<file path="src/shared/timers_defines.vh">
`ifndef TIMERS_DEFINES_VH
`define TIMERS_DEFINES_VH

// Register byte offsets on the Avalon-MM slave.
`define OFS_RTOS_LOAD      6'h00
`define OFS_RTOS_COUNT     6'h04
`define OFS_RTOS_CONTROL   6'h08
`define OFS_RTOS_IRQ_CLR   6'h0c
`define OFS_GP_LOAD        6'h10
`define OFS_GP_COUNT       6'h14
`define OFS_GP_CONTROL     6'h18
`define OFS_GP_IRQ_CLR     6'h1c
`define OFS_GP_CAPTURE     6'h20
`define OFS_WAKE_LOAD      6'h24
`define OFS_WAKE_COUNT     6'h28
`define OFS_WAKE_CONTROL   6'h2c
`define OFS_WAKE_IRQ_CLR   6'h30

// Control field positions shared by the timers.
`define CTL_ENABLE_BIT     7
`define CTL_PERIODIC_BIT   6
`define CTL_COUNT_UP_BIT   8
`define RTOS_PRESC_HI      3
`define RTOS_PRESC_LO      2
`define GP_PRESC_HI        3
`define GP_PRESC_LO        0
`define GP_FMT_HI          5
`define GP_FMT_LO          4
`define GP_CLKSEL_HI       11
`define GP_CLKSEL_LO       9
`define GP_EVSEL_HI        16
`define GP_EVSEL_LO        12
`define GP_CAPEN_BIT       17

// Writable bits of each control register; the rest read as zero.
`define RTOS_CTL_MASK      32'h0000_00cc
`define GP_CTL_MASK        32'h0003_ffff
`define WAKE_CTL_MASK      32'h0000_01cf
`define CTL_RESET          32'h0000_0000

// Prescaler ratio codes and the last count of each ratio.
`define RATIO_DIV1         2'h0
`define RATIO_DIV16        2'h1
`define RATIO_DIV256       2'h2
`define RATIO_DIV32768     2'h3
`define LAST_DIV1          15'h0000
`define LAST_DIV16         15'h000f
`define LAST_DIV256        15'h00ff
`define LAST_DIV32768      15'h7fff

// Four-bit prescale codes of the 32-bit timers.
`define PRESC4_DIV16       4'h4
`define PRESC4_DIV256      4'h8
`define PRESC4_DIV32768    4'hf

// Clock source codes of the general-purpose timer.
`define SRC_CORE           3'h0
`define SRC_OSC            3'h1
`define SRC_GPIO_A         3'h2
`define SRC_GPIO_B         3'h3

// Event numbering offset against interrupt bit numbers.
`define EVENT_OFFSET       6'h02

// Full-scale values and time-format limits.
`define RTOS_FULL          16'hffff
`define BIN_FULL           32'hffff_ffff
`define HOURS_MAX_SHORT    8'h17
`define HOURS_MAX_LONG     8'hff
`define MIN_SEC_MAX        8'h3b
`define HUNDREDTHS_MAX     8'h63

`endif

</file>
<file path="src/rtl/tick_prescaler.v">
`include "timers_defines.vh"
`default_nettype none

module tick_prescaler
(
    // Clock and reset.
    input  wire        clk,
    input  wire        rst_n,
    // Source pulses and division.
    input  wire        src_tick,
    input  wire [1:0]  ratio,
    input  wire        run,
    // Divided pulse.
    output wire        tick
);

    reg  [14:0] cnt_reg;
    reg  [14:0] cnt_next;
    reg  [14:0] last;

    always @*
    begin
        case (ratio)
            `RATIO_DIV16:    last = `LAST_DIV16;
            `RATIO_DIV256:   last = `LAST_DIV256;
            `RATIO_DIV32768: last = `LAST_DIV32768;
            default:         last = `LAST_DIV1;
        endcase
    end

    assign tick = run & src_tick & (cnt_reg == last);

    always @*
    begin
        cnt_next = cnt_reg;
        if (!run)
            cnt_next = 15'h0000;
        else if (src_tick)
            cnt_next = (cnt_reg >= last) ? 15'h0000 : cnt_reg + 15'h0001;
    end

    always @(posedge clk or negedge rst_n)
    begin
        if (!rst_n)
            cnt_reg <= 15'h0000;
        else
            cnt_reg <= cnt_next;
    end

endmodule // tick_prescaler

`default_nettype wire

</file>
<file path="src/rtl/general_purpose_timers.v">
// Operation
// - Free-running: down from maximum to zero, or up from zero to full scale, then restart.
// - Periodic: start at load value, run to zero or full scale, reload, continue.
// - Current count readable through the value register at any time.
// - Interrupt request each time count reaches zero (down) or full scale (up).
// - Any write to a timer's interrupt-clear register clears its pending request.
// - First timer: 16-bit down counter from core clock, prescale 1, 16 or 256.
// - Control bit 7 enables counting; cleared after reset.
// - Control bit 6 selects periodic; free-running after reset.
// - First timer prescale bits 3-2: 00 /1, 01 /16, 10 /256, 11 as 00.
// - First timer load and value are 16-bit; value is read-only.
// - Second timer: 32-bit up or down counter behind a programmable prescaler.
// - Second timer bit 8 selects counting up; down after reset.
// - Clock select bits 11-9: core, oscillator, GPIO A rise, GPIO B rise.
// - Second timer prescale bits 3-0: 0000 /1, 0100 /16, 1000 /256, 1111 /32768.
// - Format bits 5-4: binary, reserved, time wrapping 23 h, time wrapping 255 h.
// - Each rising edge of selected interrupt source latches count into read-only capture.
// - Second timer bit 17 enables event capture.
// - Event select bits 16-12 equal the source's interrupt bit number minus 2.
// - Second timer drives a trigger that can start conversions.
// - Wake-up timer counts only oscillator edges, independent of core activity.
// - Wake-up timer: 32-bit up or down, prescale 1, 16, 256 or 32768.
// - Interrupt request stays asserted until software clears it.
`include "timers_defines.vh"
`default_nettype none

module general_purpose_timers
(
    // Clock and reset.
    input  wire        clk,
    input  wire        rst_n,
    // Avalon-MM register slave.
    input  wire [5:0]  address,
    input  wire        read,
    input  wire        write,
    input  wire [31:0] writedata,
    input  wire [3:0]  byteenable,
    output reg  [31:0] readdata,
    output wire        waitrequest,
    // Asynchronous clock inputs.
    input  wire        osc_32k,
    input  wire        gpio_clock_input_a,
    input  wire        gpio_clock_input_b,
    // Interrupt sources by interrupt bit number, same clock domain.
    input  wire [31:0] event_sources,
    // Interrupt requests and conversion trigger.
    output reg         rtos_timer_irq,
    output reg         gp_timer_irq,
    output reg         wakeup_timer_irq,
    output reg         adc_trigger
);

    reg  [15:0] rtos_timer_load;
    reg  [15:0] rtos_timer_count;
    reg  [31:0] rtos_timer_control;
    reg  [31:0] gp_timer_load;
    reg  [31:0] gp_timer_count;
    reg  [31:0] gp_timer_control;
    reg  [31:0] gp_timer_capture;
    reg  [31:0] wake_timer_load;
    reg  [31:0] wake_timer_count;
    reg  [31:0] wake_timer_control;
    reg         ack_reg;
    reg  [2:0]  meta_reg;
    reg  [2:0]  sync_reg;
    reg  [2:0]  prev_reg;
    reg         event_prev_reg;

    function [31:0] merge_bytes;
        input [31:0] old_val;
        input [31:0] new_val;
        input [3:0]  be;
        integer      i;
        begin
            for (i = 0; i < 4; i = i + 1)
                merge_bytes[i*8 +: 8] = be[i] ? new_val[i*8 +: 8] : old_val[i*8 +: 8];
        end
    endfunction

    function [1:0] ratio4;
        input [3:0] code;
        begin
            case (code)
                `PRESC4_DIV16:    ratio4 = `RATIO_DIV16;
                `PRESC4_DIV256:   ratio4 = `RATIO_DIV256;
                `PRESC4_DIV32768: ratio4 = `RATIO_DIV32768;
                default:          ratio4 = `RATIO_DIV1;
            endcase
        end
    endfunction

    // Steps an hours:minutes:seconds:hundredths value by one hundredth.
    function [31:0] time_step;
        input [31:0] v;
        input        up;
        input [7:0]  hmax;
        reg   [7:0]  h;
        reg   [7:0]  m;
        reg   [7:0]  s;
        reg   [7:0]  c;
        begin
            h = v[31:24];
            m = v[23:16];
            s = v[15:8];
            c = v[7:0];
            if (up)
            begin
                if (c >= `HUNDREDTHS_MAX)
                begin
                    c = 8'h00;
                    if (s >= `MIN_SEC_MAX)
                    begin
                        s = 8'h00;
                        if (m >= `MIN_SEC_MAX)
                        begin
                            m = 8'h00;
                            h = (h >= hmax) ? 8'h00 : h + 8'h01;
                        end
                        else
                            m = m + 8'h01;
                    end
                    else
                        s = s + 8'h01;
                end
                else
                    c = c + 8'h01;
            end
            else
            begin
                if (c == 8'h00)
                begin
                    c = `HUNDREDTHS_MAX;
                    if (s == 8'h00)
                    begin
                        s = `MIN_SEC_MAX;
                        if (m == 8'h00)
                        begin
                            m = `MIN_SEC_MAX;
                            h = (h == 8'h00) ? hmax : h - 8'h01;
                        end
                        else
                            m = m - 8'h01;
                    end
                    else
                        s = s - 8'h01;
                end
                else
                    c = c - 8'h01;
            end
            time_step = {h, m, s, c};
        end
    endfunction

    // Bus handshake: one wait cycle, then the request is taken.
    wire        wr_en = write & ack_reg;
    assign waitrequest = (read | write) & ~ack_reg;

    always @(posedge clk or negedge rst_n)
    begin
        if (!rst_n)
        begin
            ack_reg  <= 1'b0;
            readdata <= 32'h0000_0000;
        end
        else
        begin
            ack_reg <= (read | write) & ~ack_reg;
            if (read & ~ack_reg)
            begin
                case (address)
                    `OFS_RTOS_LOAD:    readdata <= {16'h0000, rtos_timer_load};
                    `OFS_RTOS_COUNT:   readdata <= {16'h0000, rtos_timer_count};
                    `OFS_RTOS_CONTROL: readdata <= rtos_timer_control;
                    `OFS_GP_LOAD:      readdata <= gp_timer_load;
                    `OFS_GP_COUNT:     readdata <= gp_timer_count;
                    `OFS_GP_CONTROL:   readdata <= gp_timer_control;
                    `OFS_GP_CAPTURE:   readdata <= gp_timer_capture;
                    `OFS_WAKE_LOAD:    readdata <= wake_timer_load;
                    `OFS_WAKE_COUNT:   readdata <= wake_timer_count;
                    `OFS_WAKE_CONTROL: readdata <= wake_timer_control;
                    default:           readdata <= 32'h0000_0000;
                endcase
            end
        end
    end

    // Pin inputs: two stages, then a third for edge detection.
    always @(posedge clk or negedge rst_n)
    begin
        if (!rst_n)
        begin
            meta_reg <= 3'h0;
            sync_reg <= 3'h0;
            prev_reg <= 3'h0;
        end
        else
        begin
            meta_reg <= {gpio_clock_input_b, gpio_clock_input_a, osc_32k};
            sync_reg <= meta_reg;
            prev_reg <= sync_reg;
        end
    end

    wire [2:0]  rise = sync_reg & ~prev_reg;

    // Control registers with read-back of the writable fields only.
    always @(posedge clk or negedge rst_n)
    begin
        if (!rst_n)
        begin
            rtos_timer_control <= `CTL_RESET;
            gp_timer_control   <= `CTL_RESET;
            wake_timer_control <= `CTL_RESET;
        end
        else if (wr_en)
        begin
            if (address == `OFS_RTOS_CONTROL)
                rtos_timer_control <= merge_bytes(rtos_timer_control, writedata,
                                                  byteenable) & `RTOS_CTL_MASK;
            if (address == `OFS_GP_CONTROL)
                gp_timer_control <= merge_bytes(gp_timer_control, writedata,
                                                byteenable) & `GP_CTL_MASK;
            if (address == `OFS_WAKE_CONTROL)
                wake_timer_control <= merge_bytes(wake_timer_control, writedata,
                                                  byteenable) & `WAKE_CTL_MASK;
        end
    end

    // Prescaled count ticks.
    wire        rtos_run = rtos_timer_control[`CTL_ENABLE_BIT];
    wire        gp_run   = gp_timer_control[`CTL_ENABLE_BIT];
    wire        wake_run = wake_timer_control[`CTL_ENABLE_BIT];
    wire        rtos_tick;
    wire        gp_tick;
    wire        wake_tick;
    reg         gp_src;
    reg  [1:0]  rtos_ratio;

    always @*
    begin
        case (rtos_timer_control[`RTOS_PRESC_HI:`RTOS_PRESC_LO])
            2'h1:    rtos_ratio = `RATIO_DIV16;
            2'h2:    rtos_ratio = `RATIO_DIV256;
            default: rtos_ratio = `RATIO_DIV1;
        endcase
    end

    always @*
    begin
        case (gp_timer_control[`GP_CLKSEL_HI:`GP_CLKSEL_LO])
            `SRC_CORE:   gp_src = 1'b1;
            `SRC_OSC:    gp_src = rise[0];
            `SRC_GPIO_A: gp_src = rise[1];
            `SRC_GPIO_B: gp_src = rise[2];
            default:     gp_src = 1'b0;
        endcase
    end

    tick_prescaler rtos_presc
    (
        .clk      (clk),
        .rst_n    (rst_n),
        .src_tick (1'b1),
        .ratio    (rtos_ratio),
        .run      (rtos_run),
        .tick     (rtos_tick)
    );

    tick_prescaler gp_presc
    (
        .clk      (clk),
        .rst_n    (rst_n),
        .src_tick (gp_src),
        .ratio    (ratio4(gp_timer_control[`GP_PRESC_HI:`GP_PRESC_LO])),
        .run      (gp_run),
        .tick     (gp_tick)
    );

    tick_prescaler wake_presc
    (
        .clk      (clk),
        .rst_n    (rst_n),
        .src_tick (rise[0]),
        .ratio    (ratio4(wake_timer_control[`GP_PRESC_HI:`GP_PRESC_LO])),
        .run      (wake_run),
        .tick     (wake_tick)
    );

    // Next count and wrap events of each timer.
    wire        rtos_periodic = rtos_timer_control[`CTL_PERIODIC_BIT];
    wire        gp_periodic   = gp_timer_control[`CTL_PERIODIC_BIT];
    wire        gp_up         = gp_timer_control[`CTL_COUNT_UP_BIT];
    wire        gp_time       = gp_timer_control[`GP_FMT_HI];
    wire [7:0]  gp_hmax       = gp_timer_control[`GP_FMT_LO] ? `HOURS_MAX_LONG
                                                             : `HOURS_MAX_SHORT;
    wire [31:0] gp_full       = gp_time ? {gp_hmax, `MIN_SEC_MAX, `MIN_SEC_MAX,
                                           `HUNDREDTHS_MAX} : `BIN_FULL;
    wire        wake_periodic = wake_timer_control[`CTL_PERIODIC_BIT];
    wire        wake_up       = wake_timer_control[`CTL_COUNT_UP_BIT];
    wire        rtos_wrap     = rtos_tick & (rtos_timer_count == 16'h0000);
    wire        gp_wrap       = gp_tick & (gp_timer_count == (gp_up ? gp_full
                                                                    : 32'h0000_0000));
    wire        wake_wrap     = wake_tick & (wake_timer_count == (wake_up ? `BIN_FULL
                                                                         : 32'h0000_0000));
    reg  [15:0] rtos_count_next;
    reg  [31:0] gp_count_next;
    reg  [31:0] wake_count_next;

    always @*
    begin
        rtos_count_next = rtos_timer_count;
        if (wr_en & (address == `OFS_RTOS_LOAD))
            rtos_count_next = writedata[15:0];
        else if (rtos_wrap)
            rtos_count_next = rtos_periodic ? rtos_timer_load : `RTOS_FULL;
        else if (rtos_tick)
            rtos_count_next = rtos_timer_count - 16'h0001;
    end

    always @*
    begin
        gp_count_next = gp_timer_count;
        if (wr_en & (address == `OFS_GP_LOAD))
            gp_count_next = writedata;
        else if (gp_wrap)
            gp_count_next = gp_periodic ? gp_timer_load
                                        : (gp_up ? 32'h0000_0000 : gp_full);
        else if (gp_tick & gp_time)
            gp_count_next = time_step(gp_timer_count, gp_up, gp_hmax);
        else if (gp_tick)
            gp_count_next = gp_up ? gp_timer_count + 32'h0000_0001
                                  : gp_timer_count - 32'h0000_0001;
    end

    always @*
    begin
        wake_count_next = wake_timer_count;
        if (wr_en & (address == `OFS_WAKE_LOAD))
            wake_count_next = writedata;
        else if (wake_wrap)
            wake_count_next = wake_periodic ? wake_timer_load
                                            : (wake_up ? 32'h0000_0000 : `BIN_FULL);
        else if (wake_tick)
            wake_count_next = wake_up ? wake_timer_count + 32'h0000_0001
                                      : wake_timer_count - 32'h0000_0001;
    end

    // Capture source: field value plus two gives the interrupt bit number.
    wire [5:0]  event_index = {1'b0, gp_timer_control[`GP_EVSEL_HI:`GP_EVSEL_LO]}
                              + `EVENT_OFFSET;
    wire        event_now   = (event_index < 6'h20) ? event_sources[event_index[4:0]]
                                                    : 1'b0;
    wire        event_rise  = event_now & ~event_prev_reg;

    // Loading a timer also restarts its count from the new value.
    always @(posedge clk or negedge rst_n)
    begin
        if (!rst_n)
        begin
            rtos_timer_load  <= 16'h0000;
            rtos_timer_count <= 16'h0000;
            gp_timer_load    <= 32'h0000_0000;
            gp_timer_count   <= 32'h0000_0000;
            gp_timer_capture <= 32'h0000_0000;
            wake_timer_load  <= 32'h0000_0000;
            wake_timer_count <= 32'h0000_0000;
            event_prev_reg   <= 1'b0;
        end
        else
        begin
            if (wr_en & (address == `OFS_RTOS_LOAD))
                rtos_timer_load <= writedata[15:0];
            if (wr_en & (address == `OFS_GP_LOAD))
                gp_timer_load <= writedata;
            if (wr_en & (address == `OFS_WAKE_LOAD))
                wake_timer_load <= writedata;
            rtos_timer_count <= rtos_count_next;
            gp_timer_count   <= gp_count_next;
            wake_timer_count <= wake_count_next;
            event_prev_reg   <= event_now;
            if (event_rise & gp_timer_control[`GP_CAPEN_BIT])
                gp_timer_capture <= gp_timer_count;
        end
    end

    // A wrap in the same cycle as a clear keeps the request pending.
    always @(posedge clk or negedge rst_n)
    begin
        if (!rst_n)
        begin
            rtos_timer_irq   <= 1'b0;
            gp_timer_irq     <= 1'b0;
            wakeup_timer_irq <= 1'b0;
            adc_trigger      <= 1'b0;
        end
        else
        begin
            rtos_timer_irq   <= rtos_wrap | (rtos_timer_irq
                                & ~(wr_en & (address == `OFS_RTOS_IRQ_CLR)));
            gp_timer_irq     <= gp_wrap | (gp_timer_irq
                                & ~(wr_en & (address == `OFS_GP_IRQ_CLR)));
            wakeup_timer_irq <= wake_wrap | (wakeup_timer_irq
                                & ~(wr_en & (address == `OFS_WAKE_IRQ_CLR)));
            adc_trigger      <= gp_wrap;
        end
    end

endmodule // general_purpose_timers

`default_nettype wire

</file>
<file path="config.mk">
export PLATFORM = sky130hd
export DESIGN_NAME = general_purpose_timers
export DESIGN_NICKNAME = d
export VERILOG_FILES = /design/src/rtl/tick_prescaler.v /design/src/rtl/general_purpose_timers.v
export VERILOG_INCLUDE_DIRS = /design/src /design/src/shared
export SDC_FILE = /design/constraint.sdc
export NUM_CORES = 1
export LEC_CHECK = 0
export BUFFER_PORTS_ARGS = -buffer_cell sky130_fd_sc_hd__buf_2
export CAP_MARGIN = 20
export CORE_UTILIZATION = 45
export CTS_BUF_LIST = sky130_fd_sc_hd__clkbuf_8
export DETAILED_ROUTE_END_ITERATION = 10
export PLACE_DENSITY = 0.72
export SLEW_MARGIN = 15
export SYNTH_ARGS = -nofsm -noshare
export SYNTH_HDL_FRONTEND = slang
export SYNTH_SLANG_ARGS = --single-unit
</file>
<file path="constraint.sdc">
create_clock -name clk -period 8.9 [get_ports clk]
set_input_delay 1.78 -clock clk [delete_from_list [all_inputs] [get_ports clk]]
set_output_delay 1.78 -clock clk [all_outputs]
set_load 0.005 [all_outputs]
</file>
==> summary.txt <==
CTS
  • Max H-tree Level: 2
  • CTS tree: built
  • Post-CTS Resized: 0
  • Post-CTS setup buffers: 0
  • CTS root buf: clkbuf_8
  • CTS buffer count: 52
  • Worst-path clk slew: roughly 0.060 ns
  • Clock insertion delay at the later pin of the skew report: 0.64 ns
  • Maximum clock path buffer count: 3
  • Hold-fix buffers, CTS: 0
  • CTS sink cnt: 313

Synth
  • Post-Synth Adder-Cell Area: 6.998%
  • Largest family of logic cells by synthesized area: compound AO/OA/AOI/OAI gates
  • Distinct cells, synth: 94
  • Synth Area in XOR/XNOR: roughly 3.6%
  • Syn_area_per_cell: 8.528 µm²
  • Post-synth top area cell: dfrtp_1
  • Cells after Synth: 2583
  • Ys Warns: 0
  • Synth Area in Compound Gates: 23.55%
  • Async SR Flop Fraction: 100.0%
  • EDFF count, synth: 0
  • Post-Synth Simple-Gate Area: 19.42%
  • Cell Area, Synth: 0.02203 mm²
  • Flop and latch count out of synthesis: around 310
  • Post-synthesis sequential area ratio: 35.56%
  • Top-area cell type share of the netlist area: 35.56%
  • Synth area leaders: dfrtp_1, nand2_1, ha_1, o21ai_0, a21oi_1
  • Mux cell area share after synthesis: 6.595%
  • Synth Flop Type: dfrtp_1

Timing
  • Final Max Slew Viols: 0
  • RSZ-0062 raised after global routing: no
  • Part of the cycle the worst path needs: between 50% and 60%
  • Least-Margin Pin Slew: 1.038 ns
  • TNS Setup: 0 ns
  • Min Hold Slack: 0.3390 ns
  • Layout Skew: between 0.05 and 0.06 ns
  • Fmax: just over 200 MHz
  • Final count of negative-setup-slack endpoints: 0
  • Worst slew margin: 30.53%
  • Fin. Hold Viols: 0
  • Fin crit period: 4.937 ns

Pwr
  • VDD IR max: 0.1237 mV
  • Power per cell area: approximately 190 mW/mm²
  • Leakage: 11.27 nW

Finish
  • Share of layout cells above drive strength 1: 11.96%
  • Commonest non-fill, non-tap cells in the layout: nand2_1, dfrtp_1, o21ai_0
  • Final Cell Area: 0.02409 mm²
  • # fillers: 4495
  • Nets: approximately 2.8k
  • Synthesis-to-finish area growth: 9.355%
  • Commonest non-fill, non-tap cell in the layout: nand2_1
  • Core Util, Final: 50.14%

Floorplan
  • CORE AREA: 0.04805 mm²
  • Initial Utilization: 45.85%
  • Die Span Y: 223.2 µm
  • Chip width: 223.2 µm
  • Rows: 80
  • Die area: 0.04984 mm²
  • I/O Pins: 118

Place
  • Port bufs: between 100 and 150
  • HPWL Detailed: about 53 mm
  • Placed cell areas: 0.02299 mm²
  • Final Wtd Congestion: 0.9524

Drt
  • Router iterations before antenna repair: 8
  • Vias: between 20k and 25k
  • Met2 WL: 32.83 mm
  • DRC: 0
  • Routed wire length: 72.60 mm
  • DR iter-0 viols: around 2.2k
  • Met3 WL post-DR: 6.921 mm
  • Post-DRT Antenna Nets: 0
  • Vias/cell: 6.413
  • Met1 Routed Length: slightly below 30 mm
  • Wire length per cell: 22.11 µm
  • Max layer used: met4

GRT
  • Vias in the first global route: 19.95k
  • First-pass GRT wire length: 113.6 mm
  • Grt ovf: 0
  • Initial antenna violation count: 2
  • All-Layer GR Usage: between 20% and 30%
  • Pin count of the biggest net entering global routing: approximately 150

Critical path
  • CP Buf/Inv Count: 0
  • CP max FO: 22
  • Crit path required time: 9.46 ns
  • Worst path max stage delay: about 0.92 ns
  • CP Cell Sequence: nand4_1, ha_1, nand4_1, nor4_1, o2111a_1, and4_1, a211oi_1, o21ai_1, o311a_1, o21ai_1, nand3_1
  • Worst path arrival time: 5.49 ns
  • R2R setup slack: 3.96 ns
  • Crit end category: flop
  • Startpoint Class: flop
  • Critical-path top delay cell: and4_1
  • Crit path kind: flop to flop
  • CP top delay family: simple AND/OR/NAND/NOR gates

Outcome
  • Status: finished clean

Min path
  • Worst hold path class: flop to flop

Job
  • Max-cap violation count: 0
[per-layer routing]
metal  track usage [%]  vias to the layer above
li1                  -                     9580
met1             38.76                    10180
met2             45.79                     1113
met3             5.571                      185
met4             11.90                        0
met5                 0                        -
[power by group]
part           internal [mW]  switching (mW)
clock                  0.684           0.624
sequential              1.57           0.254
combinational          0.566           0.796
total                   2.82            1.67
[cells by family after synthesis]
group / count (synthesis)
AO/OA/AOI/OAI: 797
XOR/XNOR: 91
adder cells (fa/ha/maj): 122
buffers and inverters: 228
flip-flops: 313
multiplexers: 111
other: 1
AND/OR/NAND/NOR: 920
[cell usage after synthesis (all sizes together), types with 7 or more instances]
library cell,instances
o31ai,12
nor3,68
mux4,11
a211o,8
nor2b,21
buf,26
a31oi,42
nand2b,20
o221ai,8
a21o,54
nor4,10
nand3b,8
nand2,406
or4,8
dfrtp,313
nand4,28
a222oi,30
o211ai,32
and4,7
ha,120
a221oi,9
o22ai,8
a22o,34
and3,47
xnor2,40
a21oi,184
o21a,19
mux2,58
a211oi,43
and2,12
xor2,51
o21ai,214
nor2,172
a22oi,36
clkbuf,140
mux2i,42
nor3b,25
inv,62
o2111ai,7
or3,12
nand3,63
[final cells by class]
class                      instances  area [µm²]  area share [%]
antenna                            1       2.502         0.01039
clock buffer                      64       880.8           3.657
clock inverter                    30       177.7          0.7376
inverter                          62       232.7          0.9661
multi-input combinational       2046       13290           55.18
sequential                       313        7833           32.52
tap                              615       769.5           3.194
timing repair buffer             153       900.9           3.740
[through the flow]
step	power, mW	setup slack (ns)	cells
finish	4.491	3.963	3284
global route	4.728	3.700	3283
CTS	4.466	4.124	3281
detailed placement	3.155	4.179	3187
global placement	3.118	4.266	3187
floorplan	2.734	4.793	2587
[worst reg2reg max path, stage by stage (launching register included)]
cell	delay [ns]
dfrtp_1	0.61
nand4_1	0.45
ha_1	0.46
nand4_1	0.15
nor4_1	0.41
o2111a_1	0.55
and4_1	0.93
a211oi_1	0.19
o21ai_1	0.64
o311a_1	0.31
o21ai_1	0.08
nand3_1	0.09
[final timing paths]
check / from / cells after the start / end
setup / recovery: gp_timer_control[0]$_DFFE_PN0P_ / 11 / gp_timer_count[28]$_DFFE_PN0P_
hold / removal: meta_reg[2]$_DFF_PN0_ / 0 / sync_reg[2]$_DFF_PN0_
setup reg to reg: gp_timer_control[0]$_DFFE_PN0P_ / 11 / gp_timer_count[28]$_DFFE_PN0P_
hold reg to reg: meta_reg[2]$_DFF_PN0_ / 0 / sync_reg[2]$_DFF_PN0_
max in group asynchronous: rst_n / 2 / readdata[3]$_DFFE_PN0P_
min in group asynchronous: rst_n / 1 / wake_presc.cnt_reg[14]$_DFFE_PN0P_
Power figures use the tool's default switching activity.
